`config.mk`:
```
export PLATFORM = sky130hd
export DESIGN_NAME = itcr_timing
export DESIGN_NICKNAME = d
export VERILOG_FILES = /design/src/common/itcr_pkg.sv /design/src/hw/itcr_glitch_filter.sv /design/src/hw/itcr_timing.sv
export VERILOG_INCLUDE_DIRS = /design/src /design/src/common
export SDC_FILE = /design/constraint.sdc
export NUM_CORES = 1
export LEC_CHECK = 0
export ABC_CLOCK_PERIOD_IN_PS = 6200
export BUFFER_PORTS_ARGS = -buffer_cell sky130_fd_sc_hd__buf_2
export CORE_UTILIZATION = 58
export DETAILED_ROUTE_END_ITERATION = 6
export PLACE_DENSITY = 0.79
export SLEW_MARGIN = 20
export SYNTH_ARGS = -nofsm -noshare
export SYNTH_HDL_FRONTEND = slang
export SYNTH_SLANG_ARGS = --single-unit
export TNS_END_PERCENT = 100
```
`constraint.sdc`:
```
create_clock -name clk_i -period 6.2 [get_ports clk_i]
set_input_delay 0.62 -clock clk_i [delete_from_list [all_inputs] [get_ports clk_i]]
set_output_delay 0.62 -clock clk_i [all_outputs]
set_load 0.005 [all_outputs]
```
`src/common/itcr_map.svh`:
```
// Register offsets, field positions, reset values and timing counts of the I2C timing block
`ifndef ITCR_MAP_SVH
`define ITCR_MAP_SVH

`define ITCR_OFS_TIMING_CTRL     8'h10
`define ITCR_OFS_SCL_HIGH        8'h11
`define ITCR_OFS_SCL_LOW         8'h12
`define ITCR_OFS_GP_BITS         8'h13
`define ITCR_OFS_SELFTEST        8'h14

`define ITCR_HOLD_MSB            6
`define ITCR_HOLD_LSB            4
`define ITCR_DEPTH_MSB           3
`define ITCR_DEPTH_LSB           0
`define ITCR_CLKSRC_MSB          2
`define ITCR_CLKSRC_LSB          1

`define ITCR_RST_HOLD            3'h1
`define ITCR_RST_DEPTH           4'h7
`define ITCR_RST_SCL_HIGH        8'h82
`define ITCR_RST_SCL_LOW         8'h82
`define ITCR_RST_GP_BITS         8'h00
`define ITCR_RST_CLKSRC          2'h0

`define ITCR_CLK_PERIOD_NS       10
`define ITCR_RING_UNIT_NS        50
`define ITCR_FILTER_UNIT_NS      10
`define ITCR_RING_CYCLES         ((`ITCR_RING_UNIT_NS + `ITCR_CLK_PERIOD_NS - 1) / `ITCR_CLK_PERIOD_NS)
`define ITCR_FILTER_CYCLES       ((`ITCR_FILTER_UNIT_NS + `ITCR_CLK_PERIOD_NS - 1) / `ITCR_CLK_PERIOD_NS)

`endif

```
`src/common/itcr_pkg.sv`:
```
// Types shared by the I2C timing configuration block
package itcr_pkg;

	typedef struct packed {
		logic       rsvd7;
		logic [2:0] sda_hold;
		logic [3:0] filter_depth;
	} itcr_ctrl_t;

	typedef struct packed {
		logic [1:0] rsvd43;
		logic [1:0] clock_source;
		logic       rsvd0;
	} itcr_selftest_t;

	typedef enum logic [1:0] {
		ITCR_MST_IDLE,
		ITCR_MST_HIGH,
		ITCR_MST_LOW
	} itcr_mst_state_t;

	typedef enum logic [1:0] {
		ITCR_SLV_IDLE,
		ITCR_SLV_HOLD,
		ITCR_SLV_SETUP
	} itcr_slv_state_t;

endpackage : itcr_pkg

```
`src/hw/itcr_glitch_filter.sv`:
```
// Pin synchroniser and programmable glitch filter for one I2C line
`timescale 1ns/1ps
`include "itcr_map.svh"

module itcr_glitch_filter #(
	parameter logic RESET_LEVEL = 1'b1
) (
	input  wire logic       clk_i,
	input  wire logic       srst_i,
	input  wire logic       pin_i,
	input  wire logic [3:0] depth_i,
	output logic            level_o
);

	logic [2:0] sync_reg;
	logic [2:0] sync_next;
	logic       level_reg;
	logic       level_next;
	logic [7:0] run_reg;
	logic [7:0] run_next;
	logic [7:0] limit;

	// Depth in 10 ns units, converted to clock cycles
	assign limit = 8'(depth_i) * 8'(`ITCR_FILTER_CYCLES);

	// Only the agreement of stages two and three counts; stage one feeds stage two alone
	always_comb begin
		sync_next  = {sync_reg[1:0], pin_i};
		level_next = level_reg;
		run_next   = 8'h00;
		if ((sync_reg[1] == sync_reg[2]) && (sync_reg[2] != level_reg)) begin
			// Pulse must outlast the depth to be accepted
			if (run_reg >= limit) begin
				level_next = sync_reg[2];
			end else begin
				run_next = run_reg + 8'h01;
			end
		end
	end

	always_ff @(posedge clk_i) begin
		if (srst_i) begin
			sync_reg  <= {3{RESET_LEVEL}};
			level_reg <= RESET_LEVEL;
			run_reg   <= 8'h00;
		end else begin
			sync_reg  <= sync_next;
			level_reg <= level_next;
			run_reg   <= run_next;
		end
	end

	assign level_o = level_reg;

endmodule : itcr_glitch_filter

```
`src/hw/itcr_timing.sv`:
```
// I2C timing configuration registers with SCL generator, slave setup stretch and SDA hold
// How it works
// - Received SDA is held for the programmed count of 50 ns after SCL falls.
// - Pulses on SCL and SDA no wider than depth times 10 ns are rejected.
// - As master, each SCL high phase lasts the high count of 50 ns units in which SCL is seen high.
// - As master, each SCL low phase lasts the low count of 50 ns units.
// - As slave, data stands for the low count before stretched SCL is released.
// - The 50 ns unit is one ring clock period; reset counts suit 26 MHz.
// - A 2-bit clock source field for the forward frame only drives clock_source_o; the ring clock stays at 50 ns.
`timescale 1ns/1ps
`include "itcr_map.svh"

module itcr_timing (
	input  wire logic       clk_i,
	input  wire logic       srst_i,
	input  wire logic       reg_wr_i,
	input  wire logic       reg_rd_i,
	input  wire logic [7:0] reg_addr_i,
	input  wire logic [7:0] reg_wdata_i,
	output logic      [7:0] reg_rdata_o,
	input  wire logic       scl_i,
	input  wire logic       sda_i,
	output logic            scl_o,
	output logic            scl_oe_o,
	input  wire logic       mst_run_i,
	input  wire logic       slv_stretch_i,
	input  wire logic       slv_data_ready_i,
	output logic            slv_release_o,
	output logic            scl_rx_o,
	output logic            sda_rx_o,
	output logic            mst_busy_o,
	output logic      [1:0] clock_source_o,
	output logic      [7:0] general_purpose_bits_field_o
);

	localparam logic [2:0] RING_LAST = 3'(`ITCR_RING_CYCLES - 1);

	// Register file
	itcr_pkg::itcr_ctrl_t     ctrl_reg,     ctrl_next;
	itcr_pkg::itcr_selftest_t selftest_reg, selftest_next;
	logic [7:0]               scl_high_reg, scl_high_next;
	logic [7:0]               scl_low_reg,  scl_low_next;
	logic [7:0]               gp_reg,       gp_next;
	logic [7:0]               rdata_reg,    rdata_next;

	// Register writes and registered read data; unmapped reads return zero
	always_comb begin
		ctrl_next     = ctrl_reg;
		selftest_next = selftest_reg;
		scl_high_next = scl_high_reg;
		scl_low_next  = scl_low_reg;
		gp_next       = gp_reg;
		rdata_next    = rdata_reg;
		if (reg_wr_i) begin
			unique case (reg_addr_i)
				`ITCR_OFS_TIMING_CTRL: ctrl_next = reg_wdata_i;
				`ITCR_OFS_SCL_HIGH:    scl_high_next = reg_wdata_i;
				`ITCR_OFS_SCL_LOW:     scl_low_next = reg_wdata_i;
				`ITCR_OFS_GP_BITS:     gp_next = reg_wdata_i;
				`ITCR_OFS_SELFTEST:    selftest_next = reg_wdata_i[4:0];
				default: begin
				end
			endcase
		end
		if (reg_rd_i) begin
			unique case (reg_addr_i)
				`ITCR_OFS_TIMING_CTRL: rdata_next = ctrl_reg;
				`ITCR_OFS_SCL_HIGH:    rdata_next = scl_high_reg;
				`ITCR_OFS_SCL_LOW:     rdata_next = scl_low_reg;
				`ITCR_OFS_GP_BITS:     rdata_next = gp_reg;
				`ITCR_OFS_SELFTEST:    rdata_next = {3'h0, selftest_reg}; // Top bits read only
				default:               rdata_next = 8'h00;
			endcase
		end
	end

	always_ff @(posedge clk_i) begin
		if (srst_i) begin
			ctrl_reg     <= {1'b0, `ITCR_RST_HOLD, `ITCR_RST_DEPTH};
			scl_high_reg <= `ITCR_RST_SCL_HIGH;
			scl_low_reg  <= `ITCR_RST_SCL_LOW;
			gp_reg       <= `ITCR_RST_GP_BITS;
			selftest_reg <= {2'h0, `ITCR_RST_CLKSRC, 1'b0};
			rdata_reg    <= 8'h00;
		end else begin
			ctrl_reg     <= ctrl_next;
			scl_high_reg <= scl_high_next;
			scl_low_reg  <= scl_low_next;
			gp_reg       <= gp_next;
			selftest_reg <= selftest_next;
			rdata_reg    <= rdata_next;
		end
	end

	assign reg_rdata_o                  = rdata_reg;
	assign clock_source_o               = selftest_reg.clock_source;
	assign general_purpose_bits_field_o = gp_reg;

	// Filtered views of the bus lines
	logic scl_f;
	logic sda_f;

	itcr_glitch_filter #(.RESET_LEVEL(1'b1)) u_scl_filter (
		.clk_i   (clk_i),
		.srst_i  (srst_i),
		.pin_i   (scl_i),
		.depth_i (ctrl_reg.filter_depth),
		.level_o (scl_f)
	);

	itcr_glitch_filter #(.RESET_LEVEL(1'b1)) u_sda_filter (
		.clk_i   (clk_i),
		.srst_i  (srst_i),
		.pin_i   (sda_i),
		.depth_i (ctrl_reg.filter_depth),
		.level_o (sda_f)
	);

	// Ring clock tick, one per 50 ns; stands in for the internal oscillator period
	logic [2:0] ring_reg, ring_next;
	logic       ring_tick;

	assign ring_tick = (ring_reg == RING_LAST);

	always_comb begin
		ring_next = ring_tick ? 3'h0 : ring_reg + 3'h1;
	end

	// SDA hold after SCL falls, in ring ticks
	logic       scl_prev_reg, scl_prev_next;
	logic [2:0] hold_reg,     hold_next;
	logic       sda_rx_reg,   sda_rx_next;
	logic       scl_fall;

	assign scl_fall = scl_prev_reg & ~scl_f;

	always_comb begin
		scl_prev_next = scl_f;
		hold_next     = hold_reg;
		sda_rx_next   = sda_rx_reg;
		if (scl_fall) begin
			hold_next = ctrl_reg.sda_hold;
		end else if (hold_reg != 3'h0) begin
			if (ring_tick) begin
				hold_next = hold_reg - 3'h1;
			end
		end else begin
			sda_rx_next = sda_f;
		end
	end

	always_ff @(posedge clk_i) begin
		if (srst_i) begin
			ring_reg     <= 3'h0;
			scl_prev_reg <= 1'b1;
			hold_reg     <= 3'h0;
			sda_rx_reg   <= 1'b1;
		end else begin
			ring_reg     <= ring_next;
			scl_prev_reg <= scl_prev_next;
			hold_reg     <= hold_next;
			sda_rx_reg   <= sda_rx_next;
		end
	end

	assign sda_rx_o = sda_rx_reg;
	assign scl_rx_o = scl_f;

	// Master SCL generator; a high phase only counts while the line is seen high,
	// so a slave that stretches the clock lengthens the phase instead of being overrun
	itcr_pkg::itcr_mst_state_t mst_reg, mst_next;
	logic [7:0]                mcnt_reg, mcnt_next;

	always_comb begin
		mst_next  = mst_reg;
		mcnt_next = mcnt_reg;
		unique case (mst_reg)
			itcr_pkg::ITCR_MST_IDLE: begin
				if (mst_run_i) begin
					mst_next  = itcr_pkg::ITCR_MST_LOW;
					mcnt_next = scl_low_reg;
				end
			end
			itcr_pkg::ITCR_MST_LOW: begin
				if (ring_tick) begin
					if (mcnt_reg <= 8'h01) begin
						mst_next  = mst_run_i ? itcr_pkg::ITCR_MST_HIGH : itcr_pkg::ITCR_MST_IDLE;
						mcnt_next = scl_high_reg;
					end else begin
						mcnt_next = mcnt_reg - 8'h01;
					end
				end
			end
			itcr_pkg::ITCR_MST_HIGH: begin
				if (ring_tick && scl_f) begin
					if (mcnt_reg <= 8'h01) begin
						mst_next  = itcr_pkg::ITCR_MST_LOW;
						mcnt_next = scl_low_reg;
					end else begin
						mcnt_next = mcnt_reg - 8'h01;
					end
				end
			end
			default: mst_next = itcr_pkg::ITCR_MST_IDLE;
		endcase
	end

	// Slave stretch: hold SCL low, then give data a full low count before release
	itcr_pkg::itcr_slv_state_t slv_reg, slv_next;
	logic [7:0]                scnt_reg, scnt_next;
	logic                      rel_reg, rel_next;

	always_comb begin
		slv_next  = slv_reg;
		scnt_next = scnt_reg;
		rel_next  = 1'b0;
		unique case (slv_reg)
			itcr_pkg::ITCR_SLV_IDLE: begin
				if (slv_stretch_i) begin
					slv_next = itcr_pkg::ITCR_SLV_HOLD;
				end
			end
			itcr_pkg::ITCR_SLV_HOLD: begin
				if (slv_data_ready_i) begin
					slv_next  = itcr_pkg::ITCR_SLV_SETUP;
					scnt_next = scl_low_reg;
				end
			end
			itcr_pkg::ITCR_SLV_SETUP: begin
				if (ring_tick) begin
					if (scnt_reg <= 8'h01) begin
						slv_next = itcr_pkg::ITCR_SLV_IDLE;
						rel_next = 1'b1;
					end else begin
						scnt_next = scnt_reg - 8'h01;
					end
				end
			end
			default: slv_next = itcr_pkg::ITCR_SLV_IDLE;
		endcase
	end

	always_ff @(posedge clk_i) begin
		if (srst_i) begin
			mst_reg  <= itcr_pkg::ITCR_MST_IDLE;
			mcnt_reg <= 8'h00;
			slv_reg  <= itcr_pkg::ITCR_SLV_IDLE;
			scnt_reg <= 8'h00;
			rel_reg  <= 1'b0;
		end else begin
			mst_reg  <= mst_next;
			mcnt_reg <= mcnt_next;
			slv_reg  <= slv_next;
			scnt_reg <= scnt_next;
			rel_reg  <= rel_next;
		end
	end

	// Open-drain SCL: enable pulls low during master low phase or slave stretch
	assign scl_o         = 1'b0;
	assign scl_oe_o      = (mst_reg == itcr_pkg::ITCR_MST_LOW) ||
	                       (slv_reg != itcr_pkg::ITCR_SLV_IDLE);
	assign mst_busy_o    = (mst_reg != itcr_pkg::ITCR_MST_IDLE);
	assign slv_release_o = rel_reg;

endmodule : itcr_timing

```
==> results.toml, run 1 <==
[global_routing]
grt_pass1_wl_um = 18700
grt_max_degree = 93
grt_overflow_total = 0
use_met3_pct = 5.42
grt_use_met1_pct = 38.9
grt-busiest-layer = "met2"
first_global_vias = 3759
grt_use_total_pct = 28.0
antenna_found_initial = 0
met2_usage_pct = 43.8

[timing]
final_max_slew_viol_count = 0
timing.setup.tns_ps = 0
slew_headroom_pct = 33.9
skew_ps = 12.1
rsz0062_at_grt = "false"
fin_crit_sh_pct = 44.1
fmax_mhz = 366
fin_crit_ps = 2730
final-setup-viol-count = 0
finalHoldViolCount = 0
worstMarginPinSlew_ps = 984
worst_slack_ps = 3470

[cells_and_area]
antenna_cells = 0
multi_input_area_um2 = 2580
regArea_um2 = 1960
drive_above_1_share_pct = 15.1
fill_cells = 652
fin_nets = 625
area_growth_pct = 10.1

[setup_path]
r2r-start = "mst_reg[0]"
worstPathArrival_ps = 3040
crit_required_ps = 6510
worstSetupEndpointType = "flop"
r2r_end = "mcnt_reg[7]"
worstPathMaxFanout = 13
cp-start-kind = "flop"
r2r_slack_ps = 3470
crit_type = "reg -> reg"
rr_worst_depth = 7

[pwr]
fin_total_pwr_mw = 1.52
pwr_density_cell_nw_per_um2 = 291
power_leakage_nw = 2.04
ir_drop_mv = 0.149

[synthesis]
ys_seq_elements = 98
synthArstFlopShare_pct = 0
yosysTopAreaCell = "dfxtp_1"
ys_seq_area_share_pct = 41.4
synth_ff_type = "dfxtp_1"
synth_area_per_cell_um2 = 8.69
ys_types = 62
syn-cell-area_um2 = 4740
ys_top_cells_by_area = "dfxtp_1 (41%), ha_1 (5.8%), nor2_1 (5.8%), mux2i_1 (5.3%), a21oi_1 (4.3%)"
synth_edf_count = 0
syn-instance-count = 546
synth_top_area_share_pct = 41.4
synthTopCellsByCount = "dfxtp_1 (98), nor2_1 (73), nand2_1 (44), a21oi_1 (41), clkbuf_1 (26)"
yosys_warnings = 0
yosysMostFrequentCell = "dfxtp_1"

[floorplan]
start_util_pct = 60.8
core_area_um2 = 7810
die_y_um = 92.4
dieWidth_um = 92.4
pin_count = 49
dieArea_um2 = 8540
num_rows = 32

[route]
firstDrtPassIters = 5
routed_wl_um = 11300
vias_per_cell = 5.91
wire_per_inst_um = 16.5
drt_iter0_drc = 308
vias = 4051
ant_nets = 0
drc_errors = 0

[run]
max_cap_viol_count = 0

[placed_design]
place_hpwl_um = 8020
gp_congestion = 0.965
buffer_ports.inserted = 47
preCtsSetupSlack_ps = 3620

[cts]
cts_resized = 0
cts.path.max_buffers = 2
cts_made_buffers = 9
clkSlewWorstSetupHoldPaths_ps = 100
htree_levels = 3
insertion_delay_ps = 370
cts_setup_buffers = 0
cts.sinks = 98
clockRootBuffer = "clkbuf_8"
postCtsHoldBufs = 0
cts_tree = "yes"

[worst_hold_path]
hold_depth = 1
hold_class = "reg -> reg"
worstHoldStart = "u_sda_filter.sync_reg[0]"
holdPathEnd = "u_sda_filter.sync_reg[1]"

[outcome]
status = "completed"
==> through the flow <==
step | utilization, % | cell area, µm² | hold WS (ps) | std cells
after floorplan | - | 4770 | 389 | 552
after global placement | 64.0 | 5000 | 405 | 669
after detailed placement | 64.0 | 5000 | 404 | 669
after CTS | 66.8 | 5220 | 419 | 685
after global routing | 66.9 | 5220 | 408 | 685
final | 66.9 | 5220 | 421 | 685
==> layout make-up <==
type	count	area share (%)
multi-input combinational	397	49.4
sequential	98	37.6
clock inverter	7	1.80
inverter	24	1.73
clock buffer	9	2.37
tap	102	2.44
timing repair buffer	48	4.65
==> power by group <==
group	internal (mW)	switching [mW]
combinational	0.144	0.235
clock	0.198	0.247
sequential	0.660	0.0345
total	1.00	0.516
==> worst max-delay path: stages (launching register included) <==
cell and delay, ps:
dfxtp_1 390, inv_1 90, ha_1 350, a21boi_0 220, a2111oi_2 750, nand3_1 210, a2111oi_0 510, a311o_1 170
==> per-layer routing <==
metal | share of wire (%) | up-vias
met5 | 0 | -
met4 | 1.9 | 0
met3 | 5.7 | 22
met2 | 46 | 139
met1 | 47 | 1895
li1 | - | 1995
==> placed cells by master (no fill, tap or decap), drive strengths merged, types with 8 or more instances in the layout <==
| master | n |
|---|---|
| o21ai | 18 |
| or2 | 8 |
| nor3 | 19 |
| ha | 22 |
| nor2 | 73 |
| buf | 48 |
| mux2i | 25 |
| nand2 | 44 |
| a211oi | 17 |
| nand2b | 10 |
| inv | 27 |
| clkbuf | 9 |
| nand3 | 16 |
| a21oi | 41 |
| dfxtp | 98 |
==> kinds of logic after synthesis <==
group,share of synthesized area [%]
mux,7.89
xor+xnor,2.03
compound gates,16.7
other cells,0.0791
simple gates,21.3
fa+ha+maj,5.80
buf+inv,4.83
flops,41.4
==> how the worst max path moves through the flow <==
stage	start	to
after CTS	mst_reg[0]	mcnt_reg[7]
after global placement	reg_addr_i[7]	scl_low_reg[1]
after global routing	mst_reg[0]	mcnt_reg[7]
after detailed placement	mst_reg[0]	mcnt_reg[7]
after floorplan	reg_addr_i[7]	scl_low_reg[1]
final	mst_reg[0]	mcnt_reg[7]
No activity file was read; power rests on OpenSTA's default activity.
==> run 2: changes to the inputs <==
--- a/config.mk
+++ b/config.mk
@@ -6,11 +6,12 @@
 export SDC_FILE = /design/constraint.sdc
 export NUM_CORES = 1
 export LEC_CHECK = 0
-export ABC_CLOCK_PERIOD_IN_PS = 6200
+export ABC_AREA = 1
+export ABC_CLOCK_PERIOD_IN_PS = 2300
 export BUFFER_PORTS_ARGS = -buffer_cell sky130_fd_sc_hd__buf_2
-export CORE_UTILIZATION = 58
+export CORE_UTILIZATION = 53
 export DETAILED_ROUTE_END_ITERATION = 6
-export PLACE_DENSITY = 0.79
+export PLACE_DENSITY = 0.76
 export SLEW_MARGIN = 20
 export SYNTH_ARGS = -nofsm -noshare
 export SYNTH_HDL_FRONTEND = slang
==> constraint.sdc (replaced) <==
create_clock -name clk_i -period 2.3 [get_ports clk_i]
set_input_delay 0.23 -clock clk_i [delete_from_list [all_inputs] [get_ports clk_i]]
set_output_delay 0.23 -clock clk_i [all_outputs]
set_load 0.005 [all_outputs]
==> run 2 against run 1 <==
Sequential power increased to 2.8 times the previous value. Critical endpoint is now mcnt_reg[1]. Synthesized cell count grew 26%. Global-route usage shrank 3.7 points.
==> results.toml, run 2 <==
[timing]
fin_crit_ps = 1800
fmax_mhz = 555
timing.setup.tns_ps = 0
final-setup-viol-count = 0
fin_crit_sh_pct = 78.3
worstMarginPinSlew_ps = 549
finalHoldViolCount = 0
rsz0062_at_grt = "false"
hold_slack_ps = 43.2
worst_slack_ps = 500
skew_ps = 10.8
final_max_slew_viol_count = 0
slew_headroom_pct = 63.0

[setup_path]
worstPathArrival_ps = 2100
worstPathMaxFanout = 12
rr_worst_depth = 8
crit_type = "reg -> reg"
cp-start-kind = "flop"
crit_required_ps = 2600
worstSetupEndpointType = "flop"

[route]
drc_errors = 0
routed_wl_um = 11600
firstDrtPassIters = 6
ant_nets = 0
wire_per_inst_um = 13.7
drt_iter0_drc = 341
vias = 4606
vias_per_cell = 5.43

[global_routing]
grt_use_total_pct = 24.3
antenna_found_initial = 0
grt_max_degree = 45
grt_pass1_wl_um = 18900
grt_overflow_total = 0
first_global_vias = 4124

[synthesis]
synth_ff_type = "dfxtp_1"
synthTopCellsByCount = "nand2_1 (125), dfxtp_1 (98), inv_1 (88), nand3_1 (72), a21oi_1 (70)"
yosys_warnings = 0
synthArstFlopShare_pct = 0
synth_edf_count = 0
ys_seq_elements = 98
synth_top_area_share_pct = 39.7
yosysTopAreaCell = "dfxtp_1"
synth_area_per_cell_um2 = 7.18
ys_types = 39
yosysMostFrequentCell = "nand2_1"
syn-instance-count = 689
ys_top_cells_by_area = "dfxtp_1 (40%), nand2_1 (9.5%), nand3_1 (7.3%), a21oi_1 (7.1%), inv_1 (6.7%)"
syn-cell-area_um2 = 4950
ys_seq_area_share_pct = 39.7

[cts]
insertion_delay_ps = 370
cts_tree = "yes"
postCtsHoldBufs = 0
cts.sinks = 98
htree_levels = 3
cts.path.max_buffers = 2
clkSlewWorstSetupHoldPaths_ps = 100
cts_resized = 0
cts_setup_buffers = 0
cts_made_buffers = 9
clockRootBuffer = "clkbuf_8"

[cells_and_area]
layout_common_cells = "nand2_1 (125), dfxtp_1 (98), inv_1 (88)"
fin_nets = 782
antenna_cells = 0
area_growth_pct = 10.7
drive_above_1_share_pct = 13.1
final_common_cell = "nand2_1"

[pwr]
pwr_density_cell_nw_per_um2 = 918
power_leakage_nw = 2.43
ir_drop_mv = 0.400
fin_total_pwr_mw = 5.03

[floorplan]
start_util_pct = 55.6
die_y_um = 98.6
core_area_um2 = 8890
pin_count = 49
dieArea_um2 = 9720
num_rows = 34
dieWidth_um = 98.6

[worst_hold_path]
hold_class = "in -> reg"
hold_depth = 2

[run]
max_cap_viol_count = 0

[placed_design]
gp_congestion = 0.926
buffer_ports.inserted = 47
preCtsSetupSlack_ps = 531
place_hpwl_um = 8550

[outcome]
status = "completed"
[run 2: path summary, 6_finish.rpt]
kind,start,endpoint,slack (ps)
worst min-delay path,sda_i,u_sda_filter.sync_reg[0],40
worst max-delay path,mcnt_reg[0],mcnt_reg[1],500
worst min register to register,u_sda_filter.sync_reg[0],u_sda_filter.sync_reg[1],420
worst max register to register,mcnt_reg[0],mcnt_reg[1],500
[run 2: final cells by class]
| cell class | instances | area [µm²] |
|---|---|---|
| Sequential cell | 98 | 1960 |
| Clock inverter | 6 | 72.6 |
| Clock buffer | 10 | 138 |
| Multi-Input combinational cell | 482 | 2540 |
| Timing Repair Buffer | 51 | 278 |
| Fill cell | 780 | 3410 |
| Inverter | 93 | 349 |
| Tap cell | 108 | 135 |
[run 2: power by group]
part / internal (mW) / leakage [nW] / switching (mW)
sequential: 1.84 / 0.799 / 0.121
combinational: 0.659 / 1.53 / 1.24
clock: 0.546 / 0.104 / 0.620
[run 2: logic make-up after synthesis]
| family | synth area share [%] |
|---|---|
| flip-flops | 39.7 |
| AND/OR/NAND/NOR | 28.1 |
| other | 0.0758 |
| buffers and inverters | 9.38 |
| AO/OA/AOI/OAI | 15.3 |
| adder cells (fa/ha/maj) | 5.56 |
| XOR/XNOR | 1.95 |
[run 2: metrics by stage]
step / std cells / cell area (µm²) / utilization, %
after floorplan: 695 / 4970 / -
after global routing: 848 / 5480 / 61.6
after global placement: 832 / 5270 / 59.2
after CTS: 848 / 5480 / 61.6
after detailed placement: 832 / 5270 / 59.2
final: 848 / 5480 / 61.6
[run 2: layer usage]
| metal | track usage (%) | share of wire (%) |
|---|---|---|
| met5 | 0 | 0 |
| met3 | 3.26 | 5.3 |
| met1 | 31.9 | 45 |
| met2 | 40.7 | 47 |
| met4 | 9.53 | 2.3 |
[run 2: worst max-delay path, stage by stage (launching register included)]
cell and delay (ps):
dfxtp_1 340, inv_1 90, ha_1 280, nor2_2 80
nor2_4 190, nand2_2 210, o21ai_1 290, a21oi_1 120
a21oi_1 130
==> run 3: changes to the inputs <==
--- a/config.mk
+++ b/config.mk
@@ -6,12 +6,12 @@
 export SDC_FILE = /design/constraint.sdc
 export NUM_CORES = 1
 export LEC_CHECK = 0
-export ABC_AREA = 1
-export ABC_CLOCK_PERIOD_IN_PS = 2300
+export ABC_AREA = 0
+export ABC_CLOCK_PERIOD_IN_PS = 1850
 export BUFFER_PORTS_ARGS = -buffer_cell sky130_fd_sc_hd__buf_2
-export CORE_UTILIZATION = 53
+export CORE_UTILIZATION = 58
 export DETAILED_ROUTE_END_ITERATION = 6
-export PLACE_DENSITY = 0.76
+export PLACE_DENSITY = 0.79
 export SLEW_MARGIN = 20
 export SYNTH_ARGS = -nofsm -noshare
 export SYNTH_HDL_FRONTEND = slang
==> constraint.sdc (replaced) <==
create_clock -name clk_i -period 1.85 [get_ports clk_i]
set_input_delay 0.185 -clock clk_i [delete_from_list [all_inputs] [get_ports clk_i]]
set_output_delay 0.185 -clock clk_i [all_outputs]
set_load 0.005 [all_outputs]
==> run 3 against run 2 <==
The flow now finishes with violations (setup timing). Final area is 5.8% higher. Register-to-register slack worse by 640 ps. Non-clock buffer count increased by 50. Routed wire length rose by 3.9%. Hold slack better by 51 ps. Combinational power hardly changed. Die area shrank 12%. Largest power group unchanged. Highest routed layer unchanged.
==> results.toml, run 3 (synthesis gave the netlist of run 1 again) <==
[floorplan]
dieWidth_um = 92.4
start_util_pct = 60.8
dieArea_um2 = 8540
pin_count = 49
core_area_um2 = 7810
num_rows = 32
die_y_um = 92.4

[placed_design]
preCtsSetupSlack_ps = -224
place_hpwl_um = 8650
gp_congestion = 0.875
placed_area_um2 = 5400
buffer_ports.inserted = 47

[global_routing]
grt_use_total_pct = 29.2
antenna_found_initial = 0
grt_overflow_total = 0
grt_pass1_wl_um = 19500
grt_max_degree = 92
first_global_vias = 4085

[timing]
rsz0062_at_grt = "true"
worst_slack_ps = -139
worstMarginPinSlew_ps = 489
skew_ps = 11.0
fmax_mhz = 503
finalHoldViolCount = 0
final_max_slew_viol_count = 0
fin_crit_ps = 1990
final-setup-viol-count = 8
hold_slack_ps = 94.1
slew_headroom_pct = 67.1
fin_crit_sh_pct = 108

[route]
ant_nets = 0
drt_iter0_drc = 333
vias_per_cell = 5.83
wire_per_inst_um = 16.3
vias = 4306
routed_wl_um = 12100
firstDrtPassIters = 5
drc_errors = 0

[cells_and_area]
drive_above_1_share_pct = 26.9
final_util_pct = 74.2
fin_nets = 678
regArea_um2 = 1970
fill_cells = 577
antenna_cells = 0
multi_input_area_um2 = 2720
layout_common_cells = "dfxtp_1 (92), nor2_1 (66), buf_4 (50)"
area_growth_pct = 22.2
final_area_um2 = 5790
final_common_cell = "dfxtp_1"

[setup_path]
worstPathArrival_ps = 2280
r2r-start = "mcnt_reg[5]"
rr_worst_depth = 5
cp-start-kind = "flop"
crit_type = "reg -> reg"
worstSetupEndpointType = "flop"
r2r_slack_ps = -140
worstPathMaxFanout = 6
r2r_end = "mcnt_reg[4]"
crit_required_ps = 2140

[run]
max_cap_viol_count = 0

[cts]
cts_made_buffers = 9
clkSlewWorstSetupHoldPaths_ps = 100
cts.sinks = 98
clockRootBuffer = "clkbuf_8"
cts_tree = "yes"
htree_levels = 3
cts.path.max_buffers = 2
insertion_delay_ps = 380

[outcome]
violations = "setup timing"
status = "finished with violations"

[pwr]
power_leakage_nw = 2.33
pwr_density_cell_nw_per_um2 = 990
ir_drop_mv = 0.516
fin_total_pwr_mw = 5.73

[worst_hold_path]
holdPathEnd = "mst_reg[0]"
worstHoldStart = "mst_run_i"
hold_depth = 3
hold_class = "in -> reg"
-- run 3: timing repair --
| item | CTS | global route |
|---|---|---|
| pin swaps | 10 | 15 |
| endpoints found under the hold margin | 2 | 0 |
| setup buffers | 1 | 1 |
| setup endpoints to repair | 20 | 24 |
| hold buffers | 2 | 0 |
| resized for setup | 18 | 23 |
-- run 3: power breakdown --
group	internal (mW)	switching, mW
Sequential	2.21	0.0857
Combinational	0.928	1.00
Clock	0.664	0.842
-- run 3: through the flow --
stage | instances | setup TNS (ps)
3_5_place_dp | 718 | -2780
2_1_floorplan | 552 | -904
5_1_grt | 738 | -1360
6_report | 738 | -749
4_1_cts | 737 | -1340
3_3_place_gp | 718 | -1280
-- run 3: worst max path at each step --
stage,from,end,slack (ps),cells past startpoint
6_report,mcnt_reg[5],mcnt_reg[4],-140,5
5_1_grt,mcnt_reg[5],mcnt_reg[4],-190,5
4_1_cts,mcnt_reg[5],mcnt_reg[2],-200,5
3_5_place_dp,mcnt_reg[5],mcnt_reg[0],-220,7
3_3_place_gp,mcnt_reg[5],mcnt_reg[7],-150,5
2_1_floorplan,mcnt_reg[5],mcnt_reg[7],-200,6
-- run 3: area by class of cell --
type,count,share of cell area (%)
tap,102,2.20
clock inverter,7,1.71
clock buffer,9,2.14
sequential,98,34.0
inverter,24,1.55
multi-input combinational,397,47.0
timing repair buffer,101,11.4
-- run 3: critical path, cell delays in order (launching register included) --
cell	delay [ps]
dfxtp_2	330
or4_4	530
or4_4	490
o21ai_4	240
nand2_1	110
a311oi_2	210
-- run 3: routing by layer --
metal | global-route usage [%] | vias up | part of all wire, %
li1 | - | 2100 | -
met1 | 38.1 | 2028 | 44
met2 | 47.9 | 152 | 47
met3 | 5.01 | 26 | 5.9
met4 | 11.5 | 0 | 2.3
met5 | 0 | - | 0
